File: src/design/ibr_pkg.sv
// Purpose: shared constants for the bridge function-modification registers
// Assumes: byte addressing on a 12-bit register window, 32-bit data
// Notes:   every offset, width, reset value and field position lives here
package ibr_pkg;

    // register byte offsets
    localparam logic [11:0] MERGE_BYP_OFS = 12'h024;
    localparam logic [11:0] LONG_BURST_OFS = 12'h02C;
    localparam logic [11:0] WR_THR_OFS = 12'h040;
    localparam logic [11:0] ISSUE_OFS = 12'h108;

    // register widths
    localparam int MERGE_W = 1;
    localparam int LONG_W = 1;
    localparam int THR_W = 4;
    localparam int ISSUE_W = 2;

    // reset values of the fixed-reset registers and the default threshold configuration
    localparam logic [0:0] MERGE_RST = 1'h0;
    localparam logic [0:0] LONG_RST = 1'h0;
    localparam logic [1:0] ISSUE_RST = 2'h0;
    localparam logic [3:0] THR_CFG_DEF = 4'h4;

    // field positions in the issue override register
    localparam int RD_OVR_BIT = 0;
    localparam int WR_OVR_BIT = 1;

    // burst length ceilings handed to the burst breaker
    localparam int BLEN_W = 9;
    localparam logic [8:0] LONG_BURST_LEN = 9'h100;
    localparam logic [8:0] SHORT_BURST_LEN = 9'h010;

    // outstanding-transaction counter width and default capability
    localparam int CAP_W = 4;
    localparam logic [3:0] ISSUE_CAP_DEF = 4'h8;
    localparam logic [3:0] ISSUE_CAP_ONE = 4'h1;

    // bus slave states
    typedef enum logic {
        ST_IDLE,
        ST_ACK
    } ibr_bus_st_t;

endpackage : ibr_pkg

File: src/design/ibr_ctrl_field.sv
// Purpose: one software-writable control field with a configurable presence
// Assumes: write enable already qualified by address decode and handshake
// Notes:   an absent field never leaves its reset value
`timescale 1ns/1ps
`default_nettype none

module ibr_ctrl_field #(
    parameter int W = 1,
    parameter bit PRESENT = 1'b1,
    parameter logic [W-1:0] RST = '0
) (
    input wire logic sys_clk_i,
    input wire logic rst_i,
    input wire logic wr_en_i,
    input wire logic [W-1:0] wdata_i,
    output logic [W-1:0] value_o
);

    logic [W-1:0] value_q;

    // storage; absent fields ignore writes so they keep the default
    always_ff @(posedge sys_clk_i or posedge rst_i) begin
        if (rst_i) begin
            value_q <= RST;
        end else if (PRESENT && wr_en_i) begin
            value_q <= wdata_i;
        end
    end

    assign value_o = value_q;
endmodule : ibr_ctrl_field

`default_nettype wire

File: src/design/ibr_issue_gate.sv
// Purpose: outstanding-transaction limiter for one direction
// Assumes: issue and done pulses come from logic on the same clock
// Notes:   issue_ok is registered from the next count, so it agrees with count_q after every edge
`timescale 1ns/1ps
`default_nettype none

module ibr_issue_gate #(
    parameter logic [3:0] CAP = 4'h8
) (
    input wire logic sys_clk_i,
    input wire logic rst_i,
    input wire logic override_i,
    input wire logic issue_i,
    input wire logic done_i,
    output logic issue_ok_o
);

    logic [3:0] count_q;
    logic [3:0] count_d;
    logic [3:0] limit;
    logic issue_ok_q;

    // next count; a done with nothing outstanding is dropped
    always_comb begin
        count_d = count_q;
        if (issue_i && !done_i) begin
            count_d = count_q + 4'h1;
        end else if (done_i && !issue_i && count_q != 4'h0) begin
            count_d = count_q - 4'h1;
        end
    end

    // override caps at one
    assign limit = override_i ? ibr_pkg::ISSUE_CAP_ONE : CAP;

    // count and grant registers
    always_ff @(posedge sys_clk_i or posedge rst_i) begin
        if (rst_i) begin
            count_q <= 4'h0;
            issue_ok_q <= 1'b1;
        end else begin
            count_q <= count_d;
            issue_ok_q <= (count_d < limit);
        end
    end

    assign issue_ok_o = issue_ok_q;
endmodule : ibr_issue_gate

`default_nettype wire

File: src/design/ibr_function_mod_regs.sv
// Purpose: function-modification register bank of one bridge, Avalon-MM slave
// Assumes: one clock; register bus and datapath controls on sys_clk_i
// Notes:   every access takes one wait cycle; absent registers read as zero
`timescale 1ns/1ps
`default_nettype none

// Operation
// A one-bit merge-bypass register, reset to zero, exists only when the bridge resizes.
// A one-bit long-burst register, reset to zero, exists only when downsizing to AXI4.
// While long-burst control is zero, bursts are broken so none are long at the output.
// While long-burst control is one, long bursts may pass to the output unsplit.
// Without the register interface the long-burst default applies and no long bursts.
// A four-bit write threshold register exists only with a write queue and a set value.
// The write threshold resets to the value chosen at configuration, not a constant.
// A two-bit issue override register resets to zero; a set bit allows one outstanding.
// Bit 0 of the issue override is the read direction and bit 1 the write direction.
// Reserved or absent registers read as zero and ignore writes.
module ibr_function_mod_regs #(
    parameter bit PV_PRESENT = 1'b1,
    parameter bit HAS_SIZER = 1'b1,
    parameter bit DOWNSIZE_AXI4 = 1'b1,
    parameter bit HAS_WRITE_DATA_QUEUE = 1'b1,
    parameter logic [3:0] THR_CFG = ibr_pkg::THR_CFG_DEF,
    parameter logic [3:0] RD_ISSUE_CAP = ibr_pkg::ISSUE_CAP_DEF,
    parameter logic [3:0] WR_ISSUE_CAP = ibr_pkg::ISSUE_CAP_DEF
) (
    input wire logic sys_clk_i,
    input wire logic rst_i,
    input wire logic [11:0] avs_address_i,
    input wire logic avs_read_i,
    input wire logic avs_write_i,
    input wire logic [31:0] avs_writedata_i,
    input wire logic [3:0] avs_byteenable_i,
    output logic [31:0] avs_readdata_o,
    output logic avs_waitrequest_o,
    input wire logic rd_issue_i,
    input wire logic rd_done_i,
    input wire logic wr_issue_i,
    input wire logic wr_done_i,
    output logic merge_bypass_o,
    output logic long_burst_allow_o,
    output logic [8:0] burst_len_max_o,
    output logic [3:0] write_data_queue_threshold_o,
    output logic rd_override_o,
    output logic wr_override_o,
    output logic rd_issue_ok_o,
    output logic wr_issue_ok_o
);

    // presence of each register in this build
    localparam bit MERGE_PRESENT = PV_PRESENT && HAS_SIZER;
    localparam bit LONG_PRESENT = PV_PRESENT && DOWNSIZE_AXI4;
    localparam bit THR_PRESENT = PV_PRESENT && HAS_WRITE_DATA_QUEUE && (THR_CFG != 4'h0);
    localparam bit ISSUE_PRESENT = PV_PRESENT;

    ibr_pkg::ibr_bus_st_t st_q;
    logic req;
    logic wr_fire;
    logic hit_merge;
    logic hit_long;
    logic hit_thr;
    logic hit_issue;
    logic [31:0] rd_mux;
    logic [31:0] readdata_q;
    logic waitreq_q;
    logic merge_val;
    logic long_val;
    logic [3:0] thr_val;
    logic [1:0] issue_val;
    logic merge_q;
    logic long_q;
    logic [8:0] blen_q;
    logic [3:0] thr_q;
    logic rd_ovr_q;
    logic wr_ovr_q;
    logic rd_ok;
    logic wr_ok;

    // read and write are never high together, so either one is a request
    assign req = avs_read_i || avs_write_i;

    // word decode; a hit on an absent register counts as reserved
    assign hit_merge = MERGE_PRESENT && (avs_address_i[11:2] == ibr_pkg::MERGE_BYP_OFS[11:2]);
    assign hit_long = LONG_PRESENT && (avs_address_i[11:2] == ibr_pkg::LONG_BURST_OFS[11:2]);
    assign hit_thr = THR_PRESENT && (avs_address_i[11:2] == ibr_pkg::WR_THR_OFS[11:2]);
    assign hit_issue = ISSUE_PRESENT && (avs_address_i[11:2] == ibr_pkg::ISSUE_OFS[11:2]);

    // writes land only at the edge where waitrequest is seen low
    assign wr_fire = avs_write_i && (st_q == ibr_pkg::ST_ACK) && avs_byteenable_i[0];

    // bus handshake: one wait cycle, then a single low-waitrequest cycle
    always_ff @(posedge sys_clk_i or posedge rst_i) begin
        if (rst_i) begin
            st_q <= ibr_pkg::ST_IDLE;
            waitreq_q <= 1'b1;
        end else begin
            unique case (st_q)
                ibr_pkg::ST_IDLE: begin
                    if (req) begin
                        st_q <= ibr_pkg::ST_ACK;
                        waitreq_q <= 1'b0;
                    end
                end
                ibr_pkg::ST_ACK: begin
                    st_q <= ibr_pkg::ST_IDLE;
                    waitreq_q <= 1'b1;
                end
            endcase
        end
    end

    // read mux, zero elsewhere
    always_comb begin
        rd_mux = 32'h0000_0000;
        if (hit_merge) begin
            rd_mux[0] = merge_val;
        end
        if (hit_long) begin
            rd_mux[0] = long_val;
        end
        if (hit_thr) begin
            rd_mux[3:0] = thr_val;
        end
        if (hit_issue) begin
            rd_mux[1:0] = issue_val;
        end
    end

    // read data captured in the wait cycle and held through the answer
    always_ff @(posedge sys_clk_i or posedge rst_i) begin
        if (rst_i) begin
            readdata_q <= 32'h0000_0000;
        end else if (st_q == ibr_pkg::ST_IDLE && avs_read_i) begin
            readdata_q <= rd_mux;
        end
    end

    assign avs_readdata_o = readdata_q;
    assign avs_waitrequest_o = waitreq_q;

    // merge-bypass storage
    ibr_ctrl_field #(
        .W(ibr_pkg::MERGE_W),
        .PRESENT(MERGE_PRESENT),
        .RST(ibr_pkg::MERGE_RST)
    ) u_merge (
        .sys_clk_i(sys_clk_i),
        .rst_i(rst_i),
        .wr_en_i(wr_fire && hit_merge),
        .wdata_i(avs_writedata_i[0]),
        .value_o(merge_val)
    );

    // long-burst storage; absent without register access
    ibr_ctrl_field #(
        .W(ibr_pkg::LONG_W),
        .PRESENT(LONG_PRESENT),
        .RST(ibr_pkg::LONG_RST)
    ) u_long (
        .sys_clk_i(sys_clk_i),
        .rst_i(rst_i),
        .wr_en_i(wr_fire && hit_long),
        .wdata_i(avs_writedata_i[0]),
        .value_o(long_val)
    );

    // threshold, reset from configuration
    ibr_ctrl_field #(
        .W(ibr_pkg::THR_W),
        .PRESENT(THR_PRESENT),
        .RST(THR_CFG)
    ) u_thr (
        .sys_clk_i(sys_clk_i),
        .rst_i(rst_i),
        .wr_en_i(wr_fire && hit_thr),
        .wdata_i(avs_writedata_i[3:0]),
        .value_o(thr_val)
    );

    // issue override storage
    ibr_ctrl_field #(
        .W(ibr_pkg::ISSUE_W),
        .PRESENT(ISSUE_PRESENT),
        .RST(ibr_pkg::ISSUE_RST)
    ) u_issue (
        .sys_clk_i(sys_clk_i),
        .rst_i(rst_i),
        .wr_en_i(wr_fire && hit_issue),
        .wdata_i(avs_writedata_i[1:0]),
        .value_o(issue_val)
    );

    // output copies of the fields, kept as flops for clean timing to the datapath
    always_ff @(posedge sys_clk_i or posedge rst_i) begin
        if (rst_i) begin
            merge_q <= ibr_pkg::MERGE_RST;
            long_q <= ibr_pkg::LONG_RST;
            thr_q <= THR_CFG;
        end else begin
            merge_q <= merge_val;
            long_q <= long_val;
            thr_q <= thr_val;
        end
    end

    // burst ceiling for the burst breaker
    always_ff @(posedge sys_clk_i or posedge rst_i) begin
        if (rst_i) begin
            blen_q <= ibr_pkg::SHORT_BURST_LEN;
        end else begin
            blen_q <= long_val ? ibr_pkg::LONG_BURST_LEN : ibr_pkg::SHORT_BURST_LEN;
        end
    end

    // split override bits by direction
    always_ff @(posedge sys_clk_i or posedge rst_i) begin
        if (rst_i) begin
            rd_ovr_q <= 1'b0;
            wr_ovr_q <= 1'b0;
        end else begin
            rd_ovr_q <= issue_val[ibr_pkg::RD_OVR_BIT];
            wr_ovr_q <= issue_val[ibr_pkg::WR_OVR_BIT];
        end
    end

    // read-direction limiter; the override reaches it without the output flop
    ibr_issue_gate #(
        .CAP(RD_ISSUE_CAP)
    ) u_rd_gate (
        .sys_clk_i(sys_clk_i),
        .rst_i(rst_i),
        .override_i(issue_val[ibr_pkg::RD_OVR_BIT]),
        .issue_i(rd_issue_i),
        .done_i(rd_done_i),
        .issue_ok_o(rd_ok)
    );

    // write-direction limiter
    ibr_issue_gate #(
        .CAP(WR_ISSUE_CAP)
    ) u_wr_gate (
        .sys_clk_i(sys_clk_i),
        .rst_i(rst_i),
        .override_i(issue_val[ibr_pkg::WR_OVR_BIT]),
        .issue_i(wr_issue_i),
        .done_i(wr_done_i),
        .issue_ok_o(wr_ok)
    );

    // grants already come from flops inside the limiters
    assign merge_bypass_o = merge_q;
    assign long_burst_allow_o = long_q;
    assign burst_len_max_o = blen_q;
    assign write_data_queue_threshold_o = thr_q;
    assign rd_override_o = rd_ovr_q;
    assign wr_override_o = wr_ovr_q;
    assign rd_issue_ok_o = rd_ok;
    assign wr_issue_ok_o = wr_ok;
endmodule : ibr_function_mod_regs

`default_nettype wire

File: config.mk
export PLATFORM = sky130hd
export DESIGN_NAME = ibr_function_mod_regs
export DESIGN_NICKNAME = d
export VERILOG_FILES = /design/src/design/ibr_pkg.sv /design/src/design/ibr_ctrl_field.sv /design/src/design/ibr_issue_gate.sv /design/src/design/ibr_function_mod_regs.sv
export SDC_FILE = /design/constraint.sdc
export NUM_CORES = 1
export LEC_CHECK = 0
export CORE_AREA = 4 4 64 66
export CTS_CLUSTER_SIZE = 24
export DETAILED_ROUTE_END_ITERATION = 8
export DIE_AREA = 0 0 68 70
export DONT_BUFFER_PORTS = 1
export GPL_ROUTABILITY_DRIVEN = 0
export PLACE_DENSITY = 0.74
export SYNTH_ARGS = -nofsm -noshare
export SYNTH_HDL_FRONTEND = slang
export SYNTH_SLANG_ARGS = --single-unit
File: constraint.sdc
create_clock -name sys_clk_i -period 2.8 [get_ports sys_clk_i]
set_input_delay 0.14 -clock sys_clk_i [delete_from_list [all_inputs] [get_ports sys_clk_i]]
set_output_delay 0.14 -clock sys_clk_i [all_outputs]
set_load 0.01 [all_outputs]
### Word-level counts from Yosys, hierarchy flattened

Index checks and enable logic that the tools add are counted.

* add/subtract/negate cells: 4
* $lt $le $gt $ge: 2
* equality and inequality tests: 5
* multiplexer cells: 15
* bitwise gates (word level): 1
* reductions and logical operators: 20

Operators with widths (count)
* $mux W4: 7
* $eq A10 B4 Y1 const B: 2
* $logic_and A1 B1 Y1: 13
* $eq A10 B5 Y1 const B: 1
* $eq A10 B7 Y1 const B: 1
* $mux W9: 1
* $add A4 B1 Y4 const B: 2
* $lt A4 B4 Y1: 2
* $reduce_bool A4 Y1: 2
* $sub A4 B1 Y4 const B: 2
* $logic_not A1 Y1: 4
* $mux W1: 4
* $pmux W1 S2: 2
* $mux W2: 1
* $ne A2 B2 Y1 const B: 1
* $logic_or A1 B1 Y1: 1
* $not A1 Y1: 1

* flip-flop bits (word level): 41
* word-level logic and storage cells: 64

### Longest topological paths before layout

Gate-level depths: netlist of run 1.

* depth after elaboration: 6
* mapped depth: 9
* gate-level depth less buffers: 9

### Modules after synthesis

A second synthesis of run 1 with hierarchy kept.

* cells, all modules: 186
* area, all modules: 1950.6 um2

Modules (own cells, without submodules)
* ibr_function_mod_regs: instances 1, cells each 92, area an instance 908.4 um2
* ibr_issue_gate: instances 2, cells each 37, area an instance 364.1 um2
* ibr_ctrl_field (u_thr): instances 1, cells each 9, area an instance 150.1 um2
* ibr_ctrl_field (u_long ...): instances 2, cells each 3, area an instance 43.8 um2
* ibr_ctrl_field (u_issue): instances 1, cells each 5, area an instance 76.3 um2

### Worst setup path after synthesis of run 1

Ideal clock, no wire load.

* path type: register to register
* start: reg u_wr_gate.count_q[0]
* end: reg u_wr_gate.issue_ok_q, in the netlist u_wr_gate.issue_ok_o
* library setup time: 0.097 ns
* data arrival time: 1.946 ns
* required time: 2.703 ns
* path slack: 0.757 ns
* stages on the path, launching flop included: 10
* path buffers: 0
* period minus slack after synthesis: 2.043 ns
* path through: dfrtp_1 -> inv_1 -> ha_1 -> or3b_4 -> nand4_1 -> o21ai_0 -> xor2_1 -> ha_1 -> or2_2 -> o41ai_2

* cells in the longest elaborated chain, start to end: 5
* elaborated cells between the ends (all ways): 7
* those cells by class: add/sub (2); order compare (1); mux (2); reduce/logical (2)

Ends and longest elaborated chain
* from (decl): line ibr_issue_gate.sv:18 `logic [3:0] count_q;`
* from (signal assigned): line ibr_issue_gate.sv:42 `count_q <= count_d;`
* parallel branches: the longest is 3 deep, another holds $sub A4 B1 Y4
* $mux W4 *: line ibr_issue_gate.sv:26 `if (issue_i && !done_i) begin`
* net u_wr_gate.count_d[3]: line ibr_issue_gate.sv:19 `logic [3:0] count_d;`
* $lt A4 B4 Y1 *: line ibr_issue_gate.sv:43 `issue_ok_q <= (count_d < limit);`
* to (signal assigned): line ibr_issue_gate.sv:43
* to (decl): line ibr_issue_gate.sv:21 `logic issue_ok_q;`

Mark *: on every way through the listed nets, which the timed path passes.
A chain may end at the register's enable or synchronous reset.

### Worst setup path in the final report of run 1

* start: reg u_wr_gate.count_q[1]
* end: reg u_wr_gate.issue_ok_q, in the netlist u_wr_gate.issue_ok_o

The elaborated chain is that of the path after synthesis.

==> impl_metrics.env, run 1 <==
export IMPL_die_w_um=68
export IMPL_ios=108
export IMPL_synth_edf_count=0
export IMPL_grt_overflow=0
export IMPL_crit_path_start_kind="register"
export IMPL_nets=253
export IMPL_placed_cells=224
export IMPL_rrSetupSlack_ns=0.56
export IMPL_setup_viol=0
export IMPL_rsz0062_at_grt="false"
export IMPL_hold_path_class="input pin to register"
export IMPL_fin_crit_sh_pct=79.9
export IMPL_rows=22
export IMPL_viasPerCell=5.11
export IMPL_routedWlPerCell_um=13.4
export IMPL_syn_to_final_growth_pct=4.12
export IMPL_netlist_area_leader_share_pct=35.3
export IMPL_vdd_drop_max_mv=0.363
export IMPL_drive_gt1_share_pct=17.2
export IMPL_start_util_pct=53.5
export IMPL_coreArea_sq_um=3580
export IMPL_detail_route_first_pass_iterations=4
export IMPL_yosys_area_top_type="dfrtp_1"
export IMPL_finalNonFillerCells=240
export IMPL_design_die_area_sq_um=4760
export IMPL_critPathMostFrequentCell="ha_1"
export IMPL_most_common_layout_cells="conb_1, dfrtp_1, nor2_1"
export IMPL_drt_met1_wl_um=1290
export IMPL_clkSinkCount=33
export IMPL_yosysSeqAreaShare_pct=43.5
export IMPL_antenna_cells=0
export IMPL_path_clk_slew_ns=0.09
export IMPL_max_freq_ghz=0.447
export IMPL_port_buffers=0
export IMPL_worst_slew_pin_transition_ns=0.530
export IMPL_finalWirelength_um=3210
export IMPL_worstPathMaxFanout=6
export IMPL_leakagePower_nw=0.925
export IMPL_clock_path_buffers=2
export IMPL_required_ns=3.03
export IMPL_ant_nets=0
export IMPL_path_cells="inv_1, ha_1, or3b_4, nand4_1, o21ai_0, xor2_1, ha_1, or2_2, o41ai_2"
export IMPL_syn_cell_area_sq_um=1910
export IMPL_pwr_density_cell_nw_per_um2=715
export IMPL_ys_ff_latch=33
export IMPL_cp_arrival_ns=2.47
export IMPL_track_usage_pct=14.3
export IMPL_place_hpwl_um=2490
export IMPL_drc=0
export IMPL_wl_met2_um=1550
export IMPL_crit_slowest_cell="dfrtp_1"
export IMPL_antenna_found_initial=0
export IMPL_min_period_ns=2.24
export IMPL_grt_pass1_vias=1180
export IMPL_finalSetupTns_ns=0
export IMPL_critPathMaxStageDelay_ns=0.46
export IMPL_fin_skew_ns=0.00539
export IMPL_finalHoldViolCount=0
export IMPL_cp_num_buf_inv=1
export IMPL_clk_latency_ns=0.32
export IMPL_ys_types=40
export IMPL_slew_headroom_pct=64.6
export IMPL_grt_pass1_wl_um=5200
export IMPL_vias=1226
export IMPL_syn_inst=180
export IMPL_final_common_cell="conb_1"
export IMPL_async_reset_ff_share_pct=100
export IMPL_drt_iter0_drc=65
export IMPL_met3_length_um=315
export IMPL_htree_levels=2
export IMPL_grt_max_degree=34
export IMPL_top_layer="met4"
export IMPL_dieHeight_um=70
export IMPL_yosys_top_cells_area="dfrtp_1, buf_4, dfstp_2, mux2_2, ha_1"
export IMPL_postSynthAreaPerCell_sq_um=10.6
export IMPL_critPathTopFamily="simple AND/OR/NAND/NOR gates"
export IMPL_yosys_warnings=0
export IMPL_synthFlopType="dfrtp_1"
export IMPL_outcome="completed"
export IMPL_tritoncts="done"
export IMPL_cts_made_buffers=5
export IMPL_root_buffer="clkbuf_4"
export IMPL_maxSlewViolCount=0
export IMPL_path_class="register to register"
export IMPL_maxCapViolations=0
export IMPL_cp_end_kind="register"
==> final cells by class <==
| type | count | area, sq um |
|---|---|---|
| clock buffers | 7 | 55.1 |
| clock inverters | 1 | 30.0 |
| fillers | 312 | 1590 |
| inverters | 8 | 30.0 |
| multi-input cells | 134 | 897 |
| flip-flops and latches | 33 | 833 |
| well taps | 48 | 60.1 |
| repair buffers | 9 | 87.6 |
==> routing by layer <==
layer | global-route usage (%) | vias to the layer above
li1 | - | 578
met1 | 17.0 | 591
met2 | 22.3 | 52
met3 | 5.79 | 5
met4 | 6.40 | 0
met5 | 0 | -
==> timing repair <==
item / 4_1_cts / 5_1_grt
hold buffers: 8 / 0
gates resized for setup: 0 / 0
hold endpoints to repair: 38 / 0
setup buffers: 0 / 0
==> Yosys cell counts, types with 2 or more instances <==
| cell | n |
|---|---|
| nand2_1 | 5 |
| a32o_1 | 2 |
| dfstp_2 | 6 |
| nor3b_1 | 2 |
| or3b_4 | 2 |
| buf_4 | 36 |
| nor2_1 | 11 |
| xnor2_1 | 2 |
| a21oi_1 | 2 |
| inv_1 | 8 |
| xor2_1 | 2 |
| clkbuf_1 | 3 |
| o41ai_2 | 2 |
| nand4_1 | 8 |
| or2_2 | 2 |
| o22ai_1 | 2 |
| nand3b_1 | 4 |
| mux2_2 | 8 |
| nand3_1 | 6 |
| ha_1 | 6 |
| a211oi_1 | 2 |
| a21boi_2 | 2 |
| o21ai_0 | 4 |
| dfrtp_1 | 27 |
| nand2b_1 | 5 |
| mux2i_1 | 3 |
| nor2b_1 | 5 |
==> flip-flops by register name (all words and copies together) (netlist names) <==
register,count
wr_override_o,1
avs_waitrequest_o,1
u_thr.value_o,4
merge_bypass_o,1
u_merge.value_o,1
u_issue.value_o,2
u_wr_gate.issue_ok_o,1
u_rd_gate.issue_ok_o,1
rd_override_o,1
avs_readdata_o,4
burst_len_max_o,2
u_long.value_o,1
u_wr_gate.count_q,4
st_q,1
u_rd_gate.count_q,4
write_data_queue_threshold_o,4
==> cells by family after synthesis <==
logic type,share of synthesized area [%]
AO/OA/AOI/OAI,8.63
XOR/XNOR,1.83
adder cells (fa/ha/maj),3.92
buffers and inverters,16.3
flip-flops,43.5
multiplexers,6.27
other,0.196
AND/OR/NAND/NOR,19.3
==> power by group <==
group          leakage (nW)  total (mW)  switching (mW)  internal (mW)
Combinational         0.464       0.379           0.198          0.181
Clock                0.0455       0.360           0.147          0.213
Sequential            0.416       0.687           0.113          0.574
==> worst paths after layout <==
check	startpoint	to	cells past startpoint
setup reg to reg	u_wr_gate.count_q[1]$_DFF_PP0_	u_wr_gate.issue_ok_o$_DFF_PP1_	9
max in group asynchronous	rst_i	avs_waitrequest_o$_DFFE_PP1P_	3
min in group asynchronous	rst_i	u_rd_gate.count_q[2]$_DFF_PP0_	3
setup / recovery	u_wr_gate.count_q[1]$_DFF_PP0_	u_wr_gate.issue_ok_o$_DFF_PP1_	9
hold reg to reg	u_thr.value_o[2]$_DFFE_PP1P_	write_data_queue_threshold_o[2]$_DFF_PP1_	0
hold / removal	wr_issue_i	u_wr_gate.count_q[1]$_DFF_PP0_	2
==> per-stage QoR <==
step	utilization [%]	hold slack, ns	worst slack (ns)	power, mW	instance area (sq um)
2_1_floorplan	-	0.264	0.757	1.02	2040
3_3_place_gp	51.1	0.153	0.662	1.03	1830
3_5_place_dp	51.1	0.143	0.605	1.07	1830
4_1_cts	55.7	0.00403	0.566	1.44	1990
5_1_grt	55.7	0.0180	0.449	1.53	1990
6_report	55.7	0.0258	0.563	1.43	1990
==> worst reg2reg max path: stages, from the launching register on <==
cell and delay (ns):
dfrtp_1 0.46, inv_1 0.08, ha_1 0.18, or3b_4 0.42, nand4_1 0.11, o21ai_0 0.11, xor2_1 0.20, ha_1 0.26
or2_2 0.28, o41ai_2 0.05
Note: power is estimated with default switching activity, not from simulation.
==> run 2: changes to the inputs <==
==> constraint.sdc (replaced) <==
create_clock -name sys_clk_i -period 2.1 [get_ports sys_clk_i]
set_input_delay 0.105 -clock sys_clk_i [delete_from_list [all_inputs] [get_ports sys_clk_i]]
set_output_delay 0.105 -clock sys_clk_i [all_outputs]
set_load 0.01 [all_outputs]
==> run 2 against run 1 <==
  * Via count rose by 4.2%
  * Sequential power grew 27%
  * Largest cell class unchanged
  * First-iteration DRC count fell by 15%
  * Sequential share of layout area down 1.4 points
  * Cell count grew 3.8%
  * Critical path type unchanged
  * Design area rose by 3.4%
  * Critical endpoint unchanged
  * Utilization rose by 1.9 points
  * Highest routed layer unchanged
==> impl_metrics.env, run 2 (same netlist as run 1, synthesis figures left out) <==
export IMPL_outcome="completed"
export IMPL_root_buffer="clkbuf_4"
export IMPL_grt_overflow=0
export IMPL_tritoncts="done"
export IMPL_place_hpwl_um=2640
export IMPL_viasPerCell=5.13
export IMPL_rr_startpoint="u_wr_gate.count_q[1]$_DFF_PP0_"
export IMPL_vdd_drop_max_mv=0.544
export IMPL_worst_slew_pin_transition_ns=0.540
export IMPL_drc=0
export IMPL_fin_skew_ns=0.00346
export IMPL_rows=22
export IMPL_antenna_cells=0
export IMPL_dpl_cell_area_sq_um=1870
export IMPL_maxCapViolations=0
export IMPL_reg2reg_depth=9
export IMPL_grt_max_degree=34
export IMPL_pwr_density_cell_nw_per_um2=942
export IMPL_ant_nets=0
export IMPL_grt_pass1_wl_um=5690
export IMPL_drive_gt1_share_pct=21.9
export IMPL_rsz0062_at_grt="true"
export IMPL_dieHeight_um=70
export IMPL_path_clk_slew_ns=0.09
export IMPL_routedWlPerCell_um=14.0
export IMPL_final_common_cell="conb_1"
export IMPL_ios=108
export IMPL_r2r_end="u_wr_gate.issue_ok_o$_DFF_PP1_"
export IMPL_clock_path_buffers=2
export IMPL_htree_levels=2
export IMPL_post_place_ws_ns=-0.0166
export IMPL_crit_path_start_kind="register"
export IMPL_nets=263
export IMPL_clk_latency_ns=0.32
export IMPL_track_usage_pct=15.7
export IMPL_leakagePower_nw=0.955
export IMPL_start_util_pct=53.5
export IMPL_min_delay_start="wr_done_i"
export IMPL_path_class="register to register"
export IMPL_port_buffers=0
export IMPL_cp_end_kind="register"
export IMPL_fin_crit_sh_pct=95.2
export IMPL_fin_area_sq_um=2060
export IMPL_grt_pass1_vias=1320
export IMPL_most_common_layout_cells="conb_1, dfrtp_1, nor2_1, buf_4, dlygate4sd3_1"
export IMPL_hold_end="u_wr_gate.count_q[2]$_DFF_PP0_"
export IMPL_required_ns=2.33
export IMPL_maxSlewViolCount=0
export IMPL_hold_path_class="input pin to register"
export IMPL_vias=1277
export IMPL_rrSetupSlack_ns=0.10
export IMPL_cts_made_buffers=5
export IMPL_coreArea_sq_um=3580
export IMPL_min_period_ns=2.00
export IMPL_setup_slack_ns=0.102
export IMPL_max_freq_ghz=0.500
export IMPL_detail_route_first_pass_iterations=5
export IMPL_design_die_area_sq_um=4760
export IMPL_min_path_cells=2
export IMPL_final_util_pct=57.6
export IMPL_power_mw=1.94
export IMPL_fin_hold_ws_ns=0.0203
export IMPL_finalHoldViolCount=0
export IMPL_die_w_um=68
export IMPL_drt_iter0_drc=55
export IMPL_syn_to_final_growth_pct=7.65
export IMPL_setup_viol=0
export IMPL_cp_arrival_ns=2.22
export IMPL_clkSinkCount=33
export IMPL_finalWirelength_um=3490
export IMPL_antenna_found_initial=0
export IMPL_slew_headroom_pct=63.9
export IMPL_worstPathMaxFanout=3
[run 2: cell types whose count changed in the layout (fill, tap and decap cells not counted)]
cell | previous run | this run
inv_1 | 8 | 7
bufinv_16 | 1 | 0
o21ai_1 | 0 | 2
ha_2 | 0 | 1
inv_2 | 0 | 1
o21ai_0 | 4 | 2
buf_4 | 1 | 10
or2_2 | 2 | 0
ha_1 | 6 | 4
dlygate4sd3_1 | 8 | 9
or2_4 | 0 | 2
ha_4 | 0 | 1
[run 2: report_power, final]
part           total [mW]  leakage (nW)  switching, mW  internal [mW]
Sequential          0.874         0.416          0.109          0.765
Clock               0.343        0.0314          0.185          0.158
Combinational       0.724         0.508          0.354          0.370
[run 2: final cells by class]
class,count,area [sq um]
Tap cell,48,60.1
Timing Repair Buffer,19,165
Clock buffer,7,55.1
Sequential cell,33,833
Multi-Input combinational cell,134,917
Inverter,8,30.0
Fill cell,327,1520
[run 2: routing by layer]
layer / global-route usage (%) / vias to the layer above / share of wire, %
li1: - / 597 / -
met1: 16.5 / 604 / 37
met2: 25.8 / 65 / 50
met3: 7.23 / 11 / 10
met4: 7.28 / 0 / 2.3
met5: 0 / - / 0
[run 2: stage by stage]
stage / TNS [ns] / std cells
after floorplan: 0 / 214
after global placement: 0 / 229
after detailed placement: -0.0166 / 229
after CTS: 0 / 247
after global routing: -0.0521 / 249
final: 0 / 249
[run 2: worst max-delay path by stage]
| stage | start | endpoint | slack [ns] |
|---|---|---|---|
| detailed placement | u_wr_gate.count_q[0]$_DFF_PP0_ | u_wr_gate.issue_ok_o$_DFF_PP1_ | -0.02 |
| global placement | u_wr_gate.count_q[0]$_DFF_PP0_ | u_wr_gate.issue_ok_o$_DFF_PP1_ | 0.04 |
| finish | u_wr_gate.count_q[1]$_DFF_PP0_ | u_wr_gate.issue_ok_o$_DFF_PP1_ | 0.10 |
| global route | u_wr_gate.count_q[0]$_DFF_PP0_ | u_wr_gate.issue_ok_o$_DFF_PP1_ | -0.05 |
| CTS | u_rd_gate.count_q[1]$_DFF_PP0_ | u_rd_gate.issue_ok_o$_DFF_PP1_ | 0.006 |
| floorplan | u_wr_gate.count_q[0]$_DFF_PP0_ | u_wr_gate.issue_ok_o$_DFF_PP1_ | 0.06 |
[run 2: worst max-delay path, stage by stage (launching register included)]
cell and delay [ns]:
dfrtp_1 0.38, inv_1 0.06, ha_2 0.18, or3b_4 0.38, nand4_1 0.08, o21ai_1 0.08
xor2_1 0.20, ha_1 0.26, or2_4 0.23, o41ai_2 0.05
[run 2: repair_timing]
item,CTS,global route
pin swaps,2,8
endpoints found under the setup margin,1,2
hold endpoints to repair,40,0
setup buffers,2,2
hold buffers,9,0
resized for setup,2,6
==> run 3: changes to the inputs <==
--- a/config.mk
+++ b/config.mk
@@ -5,6 +5,7 @@
 export SDC_FILE = /design/constraint.sdc
 export NUM_CORES = 1
 export LEC_CHECK = 0
+export CAP_MARGIN = 20
 export CORE_AREA = 4 4 64 66
 export CTS_CLUSTER_SIZE = 24
 export DETAILED_ROUTE_END_ITERATION = 8
@@ -12,6 +13,7 @@
 export DONT_BUFFER_PORTS = 1
 export GPL_ROUTABILITY_DRIVEN = 0
 export PLACE_DENSITY = 0.74
+export RECOVER_POWER = 50
 export SYNTH_ARGS = -nofsm -noshare
 export SYNTH_HDL_FRONTEND = slang
 export SYNTH_SLANG_ARGS = --single-unit
==> run 3 against run 2 <==
  * Sequential share of layout area hardly changed
  * Maximum frequency stayed put
  * Setup slack stayed put
  * Register-to-register slack hardly changed
  * Largest cell class unchanged
  * Largest power group unchanged
==> impl_metrics.env, run 3 (same netlist as run 1, synthesis figures left out) <==
export IMPL_outcome="completed"
export IMPL_reg2reg_depth=9
export IMPL_fin_area_sq_um=2060
export IMPL_grt_overflow=0
export IMPL_power_mw=1.94
export IMPL_root_buffer="clkbuf_4"
export IMPL_rows=22
export IMPL_hold_end="u_wr_gate.count_q[2]$_DFF_PP0_"
export IMPL_post_place_ws_ns=-0.0166
export IMPL_track_usage_pct=15.7
export IMPL_htree_levels=2
export IMPL_die_w_um=68
export IMPL_clkSinkCount=33
export IMPL_drc=0
export IMPL_detail_route_first_pass_iterations=5
export IMPL_r2r_end="u_wr_gate.issue_ok_o$_DFF_PP1_"
export IMPL_hold_path_class="input pin to register"
export IMPL_final_util_pct=57.5
export IMPL_most_common_layout_cells="conb_1, dfrtp_1, nor2_1, dlygate4sd3_1, buf_4"
export IMPL_ant_nets=0
export IMPL_grt_pass1_wl_um=5690
export IMPL_drive_gt1_share_pct=21.4
export IMPL_port_buffers=0
export IMPL_fin_crit_sh_pct=95.2
export IMPL_rrSetupSlack_ns=0.10
export IMPL_finalSetupTns_ns=0
export IMPL_min_delay_start="wr_done_i"
export IMPL_start_util_pct=53.5
export IMPL_fillers=327
export IMPL_maxCapViolations=0
export IMPL_design_die_area_sq_um=4760
export IMPL_min_path_cells=2
export IMPL_setup_slack_ns=0.102
export IMPL_path_clk_slew_ns=0.09
export IMPL_syn_to_final_growth_pct=7.52
export IMPL_clk_latency_ns=0.32
export IMPL_nets=263
export IMPL_finalWirelength_um=3490
export IMPL_cp_arrival_ns=2.22
export IMPL_worstPathMaxFanout=3
export IMPL_path_class="register to register"
export IMPL_tritoncts="done"
export IMPL_placed_cells=229
export IMPL_clock_path_buffers=2
export IMPL_coreArea_sq_um=3580
export IMPL_vdd_drop_max_mv=0.544
export IMPL_antenna_cells=0
export IMPL_pwr_density_cell_nw_per_um2=942
export IMPL_setup_viol=0
export IMPL_routedWlPerCell_um=14.0
export IMPL_fin_skew_ns=0.00350
export IMPL_crit_path_start_kind="register"
export IMPL_worst_slew_pin_transition_ns=0.785
export IMPL_required_ns=2.33
export IMPL_rr_startpoint="u_wr_gate.count_q[1]$_DFF_PP0_"
export IMPL_rsz0062_at_grt="true"
export IMPL_final_common_cell="conb_1"
export IMPL_dpl_cell_area_sq_um=1870
export IMPL_finalHoldViolCount=0
export IMPL_ios=108
export IMPL_antenna_found_initial=0
export IMPL_max_freq_ghz=0.500
export IMPL_slew_headroom_pct=47.7
export IMPL_fin_hold_ws_ns=0.0203
export IMPL_drt_iter0_drc=55
export IMPL_maxSlewViolCount=0
export IMPL_grt_max_degree=34
export IMPL_cts_made_buffers=5
export IMPL_grt_pass1_vias=1320
export IMPL_dieHeight_um=70
export IMPL_leakagePower_nw=0.955
export IMPL_viasPerCell=5.13
export IMPL_finalNonFillerCells=249
export IMPL_place_hpwl_um=2640
export IMPL_vias=1277
export IMPL_cp_end_kind="register"
export IMPL_min_period_ns=2.00
==> run 3: final cells by class <==
cell class	instances	area, sq um	share of cell area, %
Multi-Input combinational cell	134	917	44.6
Sequential cell	33	833	40.5
Timing Repair Buffer	19	163	7.90
Tap cell	48	60.1	2.92
Clock buffer	7	55.1	2.67
Inverter	8	30.0	1.46
==> run 3: worst max-delay path, cell delays in order, from the launching register on <==
cell     delay [ns]
dfrtp_1        0.38
inv_1          0.06
ha_2           0.18
or3b_4         0.38
nand4_1        0.08
o21ai_1        0.08
xor2_1         0.20
ha_1           0.26
or2_4          0.23
o41ai_2        0.05
==> run 3: metal layers <==
metal | up-vias | share of wire (%) | GRT usage [%] | routed length [um]
met5 | - | 0 | 0 | 0
met4 | 0 | 2.3 | 7.28 | 79
met3 | 11 | 10 | 7.23 | 364
met2 | 65 | 50 | 25.8 | 1740
met1 | 604 | 37 | 16.5 | 1310
li1 | 597 | - | - | -
==> run 3: worst max-delay path by stage <==
| stage | startpoint | to | depth (start not counted) | slack, ns |
|---|---|---|---|---|
| after detailed placement | u_wr_gate.count_q[0]$_DFF_PP0_ | u_wr_gate.issue_ok_o$_DFF_PP1_ | 9 | -0.02 |
| after global placement | u_wr_gate.count_q[0]$_DFF_PP0_ | u_wr_gate.issue_ok_o$_DFF_PP1_ | 9 | 0.04 |
| after global routing | u_wr_gate.count_q[0]$_DFF_PP0_ | u_wr_gate.issue_ok_o$_DFF_PP1_ | 9 | -0.05 |
| after floorplan | u_wr_gate.count_q[0]$_DFF_PP0_ | u_wr_gate.issue_ok_o$_DFF_PP1_ | 9 | 0.06 |
| final | u_wr_gate.count_q[1]$_DFF_PP0_ | u_wr_gate.issue_ok_o$_DFF_PP1_ | 9 | 0.10 |
| after CTS | u_rd_gate.count_q[1]$_DFF_PP0_ | u_rd_gate.issue_ok_o$_DFF_PP1_ | 9 | 0.006 |
==> run 3: what timing repair did <==
action / in CTS / in global routing
buffers inserted: 2 / 2
pin swaps: 2 / 8
resized for setup: 2 / 6
hold buffers: 9 / 0
endpoints found under the hold margin: 40 / 0
setup endpoints to repair: 1 / 2
==> run 3: report_power, final <==
part	internal, mW	switching (mW)	leakage (nW)
clock	0.158	0.185	0.0314
combinational	0.370	0.353	0.507
sequential	0.765	0.109	0.416
total	1.29	0.647	0.955
